$ cat config.mk
export PLATFORM = sky130hd
export DESIGN_NAME = isp_irq_host_port
export DESIGN_NICKNAME = d
export VERILOG_FILES = /design/src/verilog/isp_spi_shift.v /design/src/verilog/isp_pin_mux.v /design/src/verilog/isp_irq_host_port.v
export VERILOG_INCLUDE_DIRS = /design/src /design/src/verilog
export SDC_FILE = /design/constraint.sdc
export NUM_CORES = 1
export LEC_CHECK = 0
export BUFFER_PORTS_ARGS = -buffer_cell sky130_fd_sc_hd__buf_2
export CAP_MARGIN = 20
export CORE_UTILIZATION = 58
export DETAILED_ROUTE_END_ITERATION = 16
export PLACE_DENSITY = 0.79
export SKIP_CTS_REPAIR_TIMING = 1
export SLEW_MARGIN = 20
export SYNTH_ARGS = -nofsm -noshare
export SYNTH_HDL_FRONTEND = slang
export SYNTH_HIERARCHICAL = 1
export SYNTH_SLANG_ARGS = --single-unit
export TNS_END_PERCENT = 100
$ cat constraint.sdc
create_clock -name clk_in -period 3 [get_ports clk_in]
set_clock_uncertainty 0.2 [all_clocks]
set_input_delay 0.6 -clock clk_in [delete_from_list [all_inputs] [get_ports clk_in]]
set_output_delay 0.6 -clock clk_in [all_outputs]
set_load 0.03 [all_outputs]
$ cat src/verilog/isp_defines.vh
// Constants for the interrupt unit and serial host port.
`ifndef ISP_DEFINES_VH
`define ISP_DEFINES_VH

// Register offsets on the serial port.
`define ISP_ADDR_TRACE_ADDR   8'h00
`define ISP_ADDR_TRACE_DATA   8'h01
`define ISP_ADDR_PIN_CTRL     8'h03
`define ISP_ADDR_FLAGS        8'h04
`define ISP_ADDR_MASK         8'h05

// Reset values.
`define ISP_RST_TRACE         8'h00
`define ISP_RST_PIN_CTRL      8'h00
`define ISP_RST_FLAGS         8'hff
`define ISP_RST_MASK          8'h00

// Field positions in pin_function_control.
`define ISP_BIT_RUN_SEL       0
`define ISP_BIT_IRQ_SEL       1
`define ISP_BIT_CLK_SEL       2
`define ISP_BIT_POL           5

// Field positions in event_flags and event_mask.
`define ISP_BIT_WAKE_A        0
`define ISP_BIT_SYNC_A        1
`define ISP_BIT_MID_A         2
`define ISP_BIT_EOM_A         3
`define ISP_BIT_WAKE_B        4
`define ISP_BIT_SYNC_B        5
`define ISP_BIT_MID_B         6
`define ISP_BIT_EOM_B         7

// Instruction codes.
`define ISP_INSTR_WRITE       8'h02
`define ISP_INSTR_READ        8'h03
`define ISP_INSTR_FIFO        8'h04

// Payload bytes sent before the status byte on a FIFO read.
`define ISP_FIFO_DATA_BYTES   3'd4

`endif

$ cat src/verilog/isp_spi_shift.v
// Serial clock edge detection and receive shifter for the host port.
`timescale 1ns/10ps
`include "isp_defines.vh"

module isp_spi_shift (
  // Clock and reset.
  input  wire       clk_in,
  input  wire       rst_n_in,
  // Serial pins.
  input  wire       sck_in,
  input  wire       chip_select_n_in,
  input  wire       sdi_in,
  // Edge pulses and received byte.
  output wire       rise_out,
  output wire       fall_out,
  output reg        byte_done_out,
  output reg  [7:0] rx_byte_out
);

  reg       sck_q;
  reg [2:0] bit_cnt;
  reg [6:0] shift;

  // Edges count only while selected.
  assign rise_out = sck_in & ~sck_q & ~chip_select_n_in;
  assign fall_out = ~sck_in & sck_q & ~chip_select_n_in;

  always @(posedge clk_in or negedge rst_n_in)
  begin
    if (!rst_n_in)
    begin
      sck_q         <= 1'b0;
      bit_cnt       <= 3'h0;
      shift         <= 7'h00;
      byte_done_out <= 1'b0;
      rx_byte_out   <= 8'h00;
    end
    else
    begin
      sck_q         <= sck_in;
      byte_done_out <= 1'b0;
      if (chip_select_n_in)
      begin
        bit_cnt <= 3'h0;
      end
      else if (rise_out)
      begin
        // Most significant bit arrives first.
        shift   <= {shift[5:0], sdi_in};
        bit_cnt <= bit_cnt + 3'h1;
        if (bit_cnt == 3'h7)
        begin
          rx_byte_out   <= {shift, sdi_in};
          byte_done_out <= 1'b1;
        end
      end
    end
  end

endmodule // isp_spi_shift

$ cat src/verilog/isp_pin_mux.v
// Output pin function selection for the three shared pins.
`timescale 1ns/10ps
`include "isp_defines.vh"

module isp_pin_mux (
  // Clock and reset.
  input  wire       clk_in,
  input  wire       rst_n_in,
  // Selection bits.
  input  wire [7:0] pin_function_control_in,
  // Pin sources.
  input  wire       irq_level_in,
  input  wire       rx_strobe_in,
  input  wire       rx_data_in,
  input  wire       clk_div_in,
  input  wire       rx_running_in,
  // Pins.
  output reg        irq_strobe_pin_out,
  output reg        clock_data_pin_out,
  output reg        running_data_pin_out
);

  wire clock_or_data_pin_select   = pin_function_control_in[`ISP_BIT_CLK_SEL];
  wire irq_or_strobe_pin_select   = pin_function_control_in[`ISP_BIT_IRQ_SEL];
  wire running_or_data_pin_select = pin_function_control_in[`ISP_BIT_RUN_SEL];

  always @(posedge clk_in or negedge rst_n_in)
  begin
    if (!rst_n_in)
    begin
      irq_strobe_pin_out   <= 1'b0;
      clock_data_pin_out   <= 1'b0;
      running_data_pin_out <= 1'b0;
    end
    else
    begin
      clock_data_pin_out   <= clock_or_data_pin_select ? rx_data_in : clk_div_in;
      irq_strobe_pin_out   <= irq_or_strobe_pin_select ? rx_strobe_in : irq_level_in;
      running_data_pin_out <= running_or_data_pin_select ? rx_data_in : rx_running_in;
    end
  end

endmodule // isp_pin_mux

$ cat src/verilog/isp_irq_host_port.v
// Interrupt generation unit and serial host register port.
`timescale 1ns/10ps
`include "isp_defines.vh"

module isp_irq_host_port (
  // Clock and reset.
  input  wire       clk_in,
  input  wire       rst_n_in,
  // Serial host port.
  input  wire       chip_select_n_in,
  input  wire       sck_in,
  input  wire       sdi_in,
  output reg        sdo_out,
  // Receiver events, one-cycle pulses.
  input  wire [7:0] event_in,
  input  wire       reset_event_in,
  // FIFO and run mode.
  input  wire       fifo_lock_in,
  input  wire       slave_run_in,
  input  wire       fifo_bit_in,
  input  wire [7:0] fifo_status_in,
  output reg        fifo_pop_out,
  output reg        fifo_read_done_out,
  // Pin sources.
  input  wire       rx_strobe_in,
  input  wire       rx_data_in,
  input  wire       clk_div_in,
  input  wire       rx_running_in,
  // Pins.
  output wire       irq_strobe_pin_out,
  output wire       clock_data_pin_out,
  output wire       running_data_pin_out,
  // Register contents for the rest of the chip.
  output reg  [7:0] pin_function_control_out,
  output reg  [7:0] event_flags_out
);

  localparam ST_INSTR = 3'h0;
  localparam ST_ADDR  = 3'h1;
  localparam ST_WDATA = 3'h2;
  localparam ST_RDATA = 3'h3;
  localparam ST_FIFO  = 3'h4;

  reg  [2:0] state;
  reg        is_write;
  reg  [7:0] addr;
  reg  [7:0] tx_reg;
  reg  [2:0] fifo_bytes;
  reg  [7:0] event_mask;
  reg  [7:0] last_write_address_trace;
  reg  [7:0] last_write_data_trace;
  reg        reset_hold;
  reg        eom_stuck;
  reg        irq_level;
  reg  [7:0] next_flags;
  reg        next_reset_hold;
  reg  [7:0] read_value;

  wire       rise;
  wire       fall;
  wire       byte_done;
  wire [7:0] rx_byte;
  wire       status_read;
  wire       pending;
  wire       eom_event;

  // Flags that a given set of events wipes out.
  function [7:0] event_clears;
    input [7:0] ev;
    reg   [7:0] c;
    begin
      c = 8'h00;
      if (ev[`ISP_BIT_WAKE_A])
      begin
        c[`ISP_BIT_SYNC_A] = 1'b1;
        c[`ISP_BIT_SYNC_B] = 1'b1;
        c[`ISP_BIT_WAKE_B] = 1'b1;
      end
      if (ev[`ISP_BIT_WAKE_B])
      begin
        c[`ISP_BIT_SYNC_A] = 1'b1;
        c[`ISP_BIT_SYNC_B] = 1'b1;
        c[`ISP_BIT_WAKE_A] = 1'b1;
      end
      if (ev[`ISP_BIT_SYNC_A])
      begin
        c[`ISP_BIT_EOM_A]  = 1'b1;
        c[`ISP_BIT_EOM_B]  = 1'b1;
        c[`ISP_BIT_MID_A]  = 1'b1;
        c[`ISP_BIT_MID_B]  = 1'b1;
        c[`ISP_BIT_SYNC_B] = 1'b1;
      end
      if (ev[`ISP_BIT_SYNC_B])
      begin
        c[`ISP_BIT_EOM_A]  = 1'b1;
        c[`ISP_BIT_EOM_B]  = 1'b1;
        c[`ISP_BIT_MID_A]  = 1'b1;
        c[`ISP_BIT_MID_B]  = 1'b1;
        c[`ISP_BIT_SYNC_A] = 1'b1;
      end
      event_clears = c;
    end
  endfunction

  isp_spi_shift u_shift (
    .clk_in           (clk_in),
    .rst_n_in         (rst_n_in),
    .sck_in           (sck_in),
    .chip_select_n_in (chip_select_n_in),
    .sdi_in           (sdi_in),
    .rise_out         (rise),
    .fall_out         (fall),
    .byte_done_out    (byte_done),
    .rx_byte_out      (rx_byte)
  );

  isp_pin_mux u_pins (
    .clk_in                  (clk_in),
    .rst_n_in                (rst_n_in),
    .pin_function_control_in (pin_function_control_out),
    .irq_level_in            (irq_level),
    .rx_strobe_in            (rx_strobe_in),
    .rx_data_in              (rx_data_in),
    .clk_div_in              (clk_div_in),
    .rx_running_in           (rx_running_in),
    .irq_strobe_pin_out      (irq_strobe_pin_out),
    .clock_data_pin_out      (clock_data_pin_out),
    .running_data_pin_out    (running_data_pin_out)
  );

  // A read of the flags register clears it once the address is taken.
  assign status_read = byte_done & (state == ST_ADDR) & ~is_write &
                       (rx_byte == `ISP_ADDR_FLAGS);

  assign pending   = |(event_flags_out & ~event_mask);
  assign eom_event = event_in[`ISP_BIT_EOM_A] | event_in[`ISP_BIT_EOM_B];

  // Register read decode; write-only and unmapped offsets read as zero.
  always @*
  begin
    case (rx_byte)
      `ISP_ADDR_TRACE_ADDR: read_value = last_write_address_trace;
      `ISP_ADDR_TRACE_DATA: read_value = last_write_data_trace;
      `ISP_ADDR_FLAGS:      read_value = event_flags_out;
      default:              read_value = 8'h00;
    endcase
  end

  // Flag update; a new event wins over a status-read clear in the same cycle.
  always @*
  begin
    next_flags      = event_flags_out;
    next_reset_hold = reset_hold;
    if (status_read)
    begin
      next_flags = 8'h00;
    end
    next_flags = (next_flags & ~event_clears(event_in)) | event_in;
    if (reset_hold && (|event_in))
    begin
      // Any event, masked or not, ends the reset indication.
      next_flags      = 8'h00;
      next_reset_hold = 1'b0;
    end
    if (reset_event_in)
    begin
      next_flags      = `ISP_RST_FLAGS;
      next_reset_hold = 1'b1;
    end
  end

  // Flags, reset indication, stuck end-of-message and the pin level.
  always @(posedge clk_in or negedge rst_n_in)
  begin
    if (!rst_n_in)
    begin
      event_flags_out <= `ISP_RST_FLAGS;
      reset_hold      <= 1'b1;
      eom_stuck       <= 1'b0;
      irq_level       <= 1'b0;
    end
    else
    begin
      event_flags_out <= next_flags;
      reset_hold      <= next_reset_hold;
      if (reset_event_in)
      begin
        eom_stuck <= 1'b0;
      end
      else if (eom_event && fifo_lock_in && slave_run_in)
      begin
        eom_stuck <= 1'b1;
      end
      else if (fifo_read_done_out)
      begin
        eom_stuck <= 1'b0;
      end
      if (next_reset_hold)
      begin
        // Reset indication drives low whatever the polarity or mask.
        irq_level <= 1'b0;
      end
      else if (pin_function_control_out[`ISP_BIT_POL])
      begin
        irq_level <= pending | eom_stuck;
      end
      else
      begin
        irq_level <= ~(pending | eom_stuck);
      end
    end
  end

  // Serial command sequencer and register writes.
  always @(posedge clk_in or negedge rst_n_in)
  begin
    if (!rst_n_in)
    begin
      state                    <= ST_INSTR;
      is_write                 <= 1'b0;
      addr                     <= 8'h00;
      tx_reg                   <= 8'h00;
      sdo_out                  <= 1'b0;
      fifo_bytes               <= 3'h0;
      fifo_pop_out             <= 1'b0;
      fifo_read_done_out       <= 1'b0;
      pin_function_control_out <= `ISP_RST_PIN_CTRL;
      event_mask               <= `ISP_RST_MASK;
      last_write_address_trace <= `ISP_RST_TRACE;
      last_write_data_trace    <= `ISP_RST_TRACE;
    end
    else
    begin
      fifo_pop_out       <= 1'b0;
      fifo_read_done_out <= 1'b0;
      if (chip_select_n_in)
      begin
        // Deselect aborts any frame; the next select starts afresh.
        state <= ST_INSTR;
      end
      else
      begin
        if (fall)
        begin
          if ((state == ST_FIFO) && (fifo_bytes < `ISP_FIFO_DATA_BYTES))
          begin
            // Payload leaves in the order it was received.
            sdo_out      <= fifo_bit_in;
            fifo_pop_out <= 1'b1;
          end
          else
          begin
            sdo_out <= tx_reg[7];
            tx_reg  <= {tx_reg[6:0], 1'b0};
          end
        end
        if (byte_done)
        begin
          case (state)
            ST_INSTR:
            begin
              // Each frame opens with an instruction byte.
              case (rx_byte)
                `ISP_INSTR_WRITE:
                begin
                  is_write <= 1'b1;
                  state    <= ST_ADDR;
                end
                `ISP_INSTR_READ:
                begin
                  is_write <= 1'b0;
                  state    <= ST_ADDR;
                end
                `ISP_INSTR_FIFO:
                begin
                  fifo_bytes <= 3'h0;
                  state      <= ST_FIFO;
                end
                default:
                begin
                  state <= ST_INSTR;
                end
              endcase
            end
            ST_ADDR:
            begin
              addr <= rx_byte;
              if (is_write)
              begin
                state <= ST_WDATA;
              end
              else
              begin
                tx_reg <= read_value;
                state  <= ST_RDATA;
              end
            end
            ST_WDATA:
            begin
              case (addr)
                `ISP_ADDR_PIN_CTRL: pin_function_control_out <= rx_byte;
                `ISP_ADDR_MASK:     event_mask               <= rx_byte;
                default:            event_mask               <= event_mask;
              endcase
              last_write_address_trace <= addr;
              last_write_data_trace    <= rx_byte;
              state                    <= ST_INSTR;
            end
            ST_RDATA:
            begin
              state <= ST_INSTR;
            end
            ST_FIFO:
            begin
              fifo_bytes <= fifo_bytes + 3'h1;
              if (fifo_bytes == `ISP_FIFO_DATA_BYTES - 3'h1)
              begin
                tx_reg <= fifo_status_in;
              end
              else if (fifo_bytes == `ISP_FIFO_DATA_BYTES)
              begin
                fifo_read_done_out <= 1'b1;
                state              <= ST_INSTR;
              end
            end
            default:
            begin
              state <= ST_INSTR;
            end
          endcase
        end
      end
    end
  end

endmodule // isp_irq_host_port

==> summary.txt <==
Vias in the first global route -> 3080
Hold crit path type -> primary input to async pin
Ys flop type -> dfrtp_1
MaxCap Viol Count -> 0
CP max FO -> 11
Crit end category -> flop
IO Pins -> 51
WL met1 -> 4.24 mm
Seq/Total Area, Yosys -> 51.8%
WL met3 -> 429 um
Clk slew on worst S/H paths -> 90 ps
Status -> finished, final reports clean
Global Route Usage Sum -> 24.8%
Top delay family on crit path -> simple AND/OR/NAND/NOR gates
Slew @ Worst Pin -> 810 ps
Slew Viols, Final -> 0
Die footprint -> 8060 um2
Ys Warns -> 6
Syn Inst Count -> 369
DR top layer -> met4
Remaining global-route overflow -> 0
Detail Route Antenna Nets -> 0
Slew margin rel. -> 44.6%
Pwr Total -> 0.00225 W
First-pass GRT wire length -> 15.4 mm
RSZ-0062 raised after global routing -> no
Slowest CP cell -> or4_1
Clk_lat worst skew -> 360 ps
# H-tree levels -> 3
Tmin final -> 2600 ps
Largest area contributor in the netlist -> dfrtp_1
Via count -> 3112
Clock sinks -> 92
Synth Cell Area -> 4470 um2
Post-route DRC -> 0
Share of the cycle needed by the critical path after routing -> 86.8%
Avg Inst Size Synth -> 12.1 um2
PwrDens -> 452 nW/um2
Clock Root Buffer -> clkbuf_8
Final Util -> 68.0%
Fill count -> 544
Dpl ws -> 143 ps
Final #Nets -> 450
CTS Buf Count -> 9
Area growth syn-to-layout -> 11.6%
CTS tree -> built
Maximum clock frequency -> 0.384 GHz
Via-to-Cell Ratio -> 5.98
Most frequent cells after synthesis -> 83 x dfrtp_1, 47 x mux2_2, 16 x mux2i_1
Main area contributors after synthesis -> dfrtp_1 46%, mux2_2 12%, dfstp_2 5.3%, mux2i_1 3.6%, mux2_4 3.4%
Die X -> 89.8 um
# setup viols final -> 0
Inserted Diodes -> 0
Routability cong. -> 0.872
Distinct cells, synth -> 58
Setup TNS -> 0 ps
Clock buffer depth -> 2
Met2 wire len -> 4.61 mm
Max IR drop VDD -> 0.448 mV
Post-synth ARST share -> 100%
Critical path buffers and inverters -> 0
Routed len/inst -> 18.1 um
Core area -> 7330 um2
Hpwl dp -> 6.79 mm
Starting Density -> 60.9%
Number of synthesized flops with an enable pin -> 0
Crit-path cells -> or4_1, nor4_4, nand3_1, and3_1, a221o_1
Count leader, synth -> dfrtp_1
Die H -> 89.8 um
Port Buffers -> 50
Multi-input logic area -> 2010 um2
Final Hold Violating Endpoints -> 0
Std cell rows -> 31
Leak -> 2.43 nW
Critical path class -> flop to flop
Req. time, crit path -> 3090 ps
Total wire length -> 9.43 mm
Final worst slack -> 395 ps
CP max stage delay -> 760 ps
Yosys top cell area share -> 46.5%
Fraction of layout cells with a size suffix above 1 -> 35.2%
Syn nets -> 403
DR pass1 iterations -> 5
CP Data Arrival Time -> 2690 ps
Detailed Route Iter0 Violations -> 180
Synthesized flop and latch total -> 92
Critical path startpoint category -> flop
Initial antenna violation count -> 0
Register Area -> 2310 um2
Largest net degree at the start of global routing -> 49
Hold_ws -> 27.6 ps
## cells by family (layout without fill, tap and decap cells)
kind of cell | after synthesis | after routing | share of synthesized area, %
simple gates | 81 | 81 | 11.1
buf+inv | 35 | 87 | 3.30
compound gates | 79 | 79 | 12.8
mux | 74 | 74 | 19.0
flops | 92 | 92 | 51.8
fa+ha+maj | 5 | 5 | 1.40
xor+xnor | 3 | 3 | 0.588
## worst reg2reg max path, cell delays in order, from the launching register on
cell	delay (ps)
dfrtp_1	470
or4_1	760
nor4_4	300
nand3_1	210
and3_1	270
a221o_1	330
## per-stage QoR
step / area [um2] / instances
floorplan: 4470 / 369
global placement: 4810 / 504
detailed placement: 4810 / 504
CTS: 4990 / 520
global route: 4990 / 520
finish: 4990 / 520
## layout by cell type, fill, tap and decap left out, drive strengths merged, types with 4 or more instances in the layout
cell / count
nand3: 7
o31ai: 7
ha: 5
a21oi: 10
nor3b: 4
a211o: 8
dfstp: 9
a22o: 7
dfrtp: 83
mux2i: 16
nand2: 15
nand2b: 12
inv: 16
a211oi: 8
buf: 56
a221o: 4
nor3: 5
nor2: 14
nor2b: 4
mux2: 58
clkbuf: 11
nand3b: 5
o21ai: 14
## path summary, 6_finish.rpt
kind | from | to | slack, ps | cells after the start
min | rst_n_in | sdo_out$_DFFE_PN0P_ | 30 | 1
max | u_shift/rx_byte_out[5]$_DFFE_PN0P_ | event_flags_out[3]$_DFF_PN1_ | 400 | 5
max reg2reg | u_shift/rx_byte_out[5]$_DFFE_PN0P_ | event_flags_out[3]$_DFF_PN1_ | 400 | 5
max in group asynchronous | rst_n_in | reset_hold$_DFF_PN1_ | 1870 | 2
min reg2reg | sdo_out$_DFFE_PN0P_ | sdo_out$_DFFE_PN0P_ | 280 | 2
min in group clk_in | sck_in | u_shift/sck_q$_DFF_PN0_ | 190 | 1
## final cells by class
class	count	share of cell area [%]
sequential	92	46.4
multi-input combinational	242	40.2
tap	99	2.48
inverter	15	1.13
clock inverter	5	0.702
clock buffer	11	2.83
timing repair buffer	56	6.22
## metal layers
layer,vias up,track usage [%]
li1,1460,-
met1,1557,33.5
met2,85,40.4
met3,10,3.72
met4,0,10.4
met5,-,0
## report_power, final
group	switching [W]	internal [W]
combinational	0.0000888	0.0000746
sequential	0.0000448	0.00130
clock	0.000421	0.000325
Note: power is estimated with default switching activity, not from simulation.
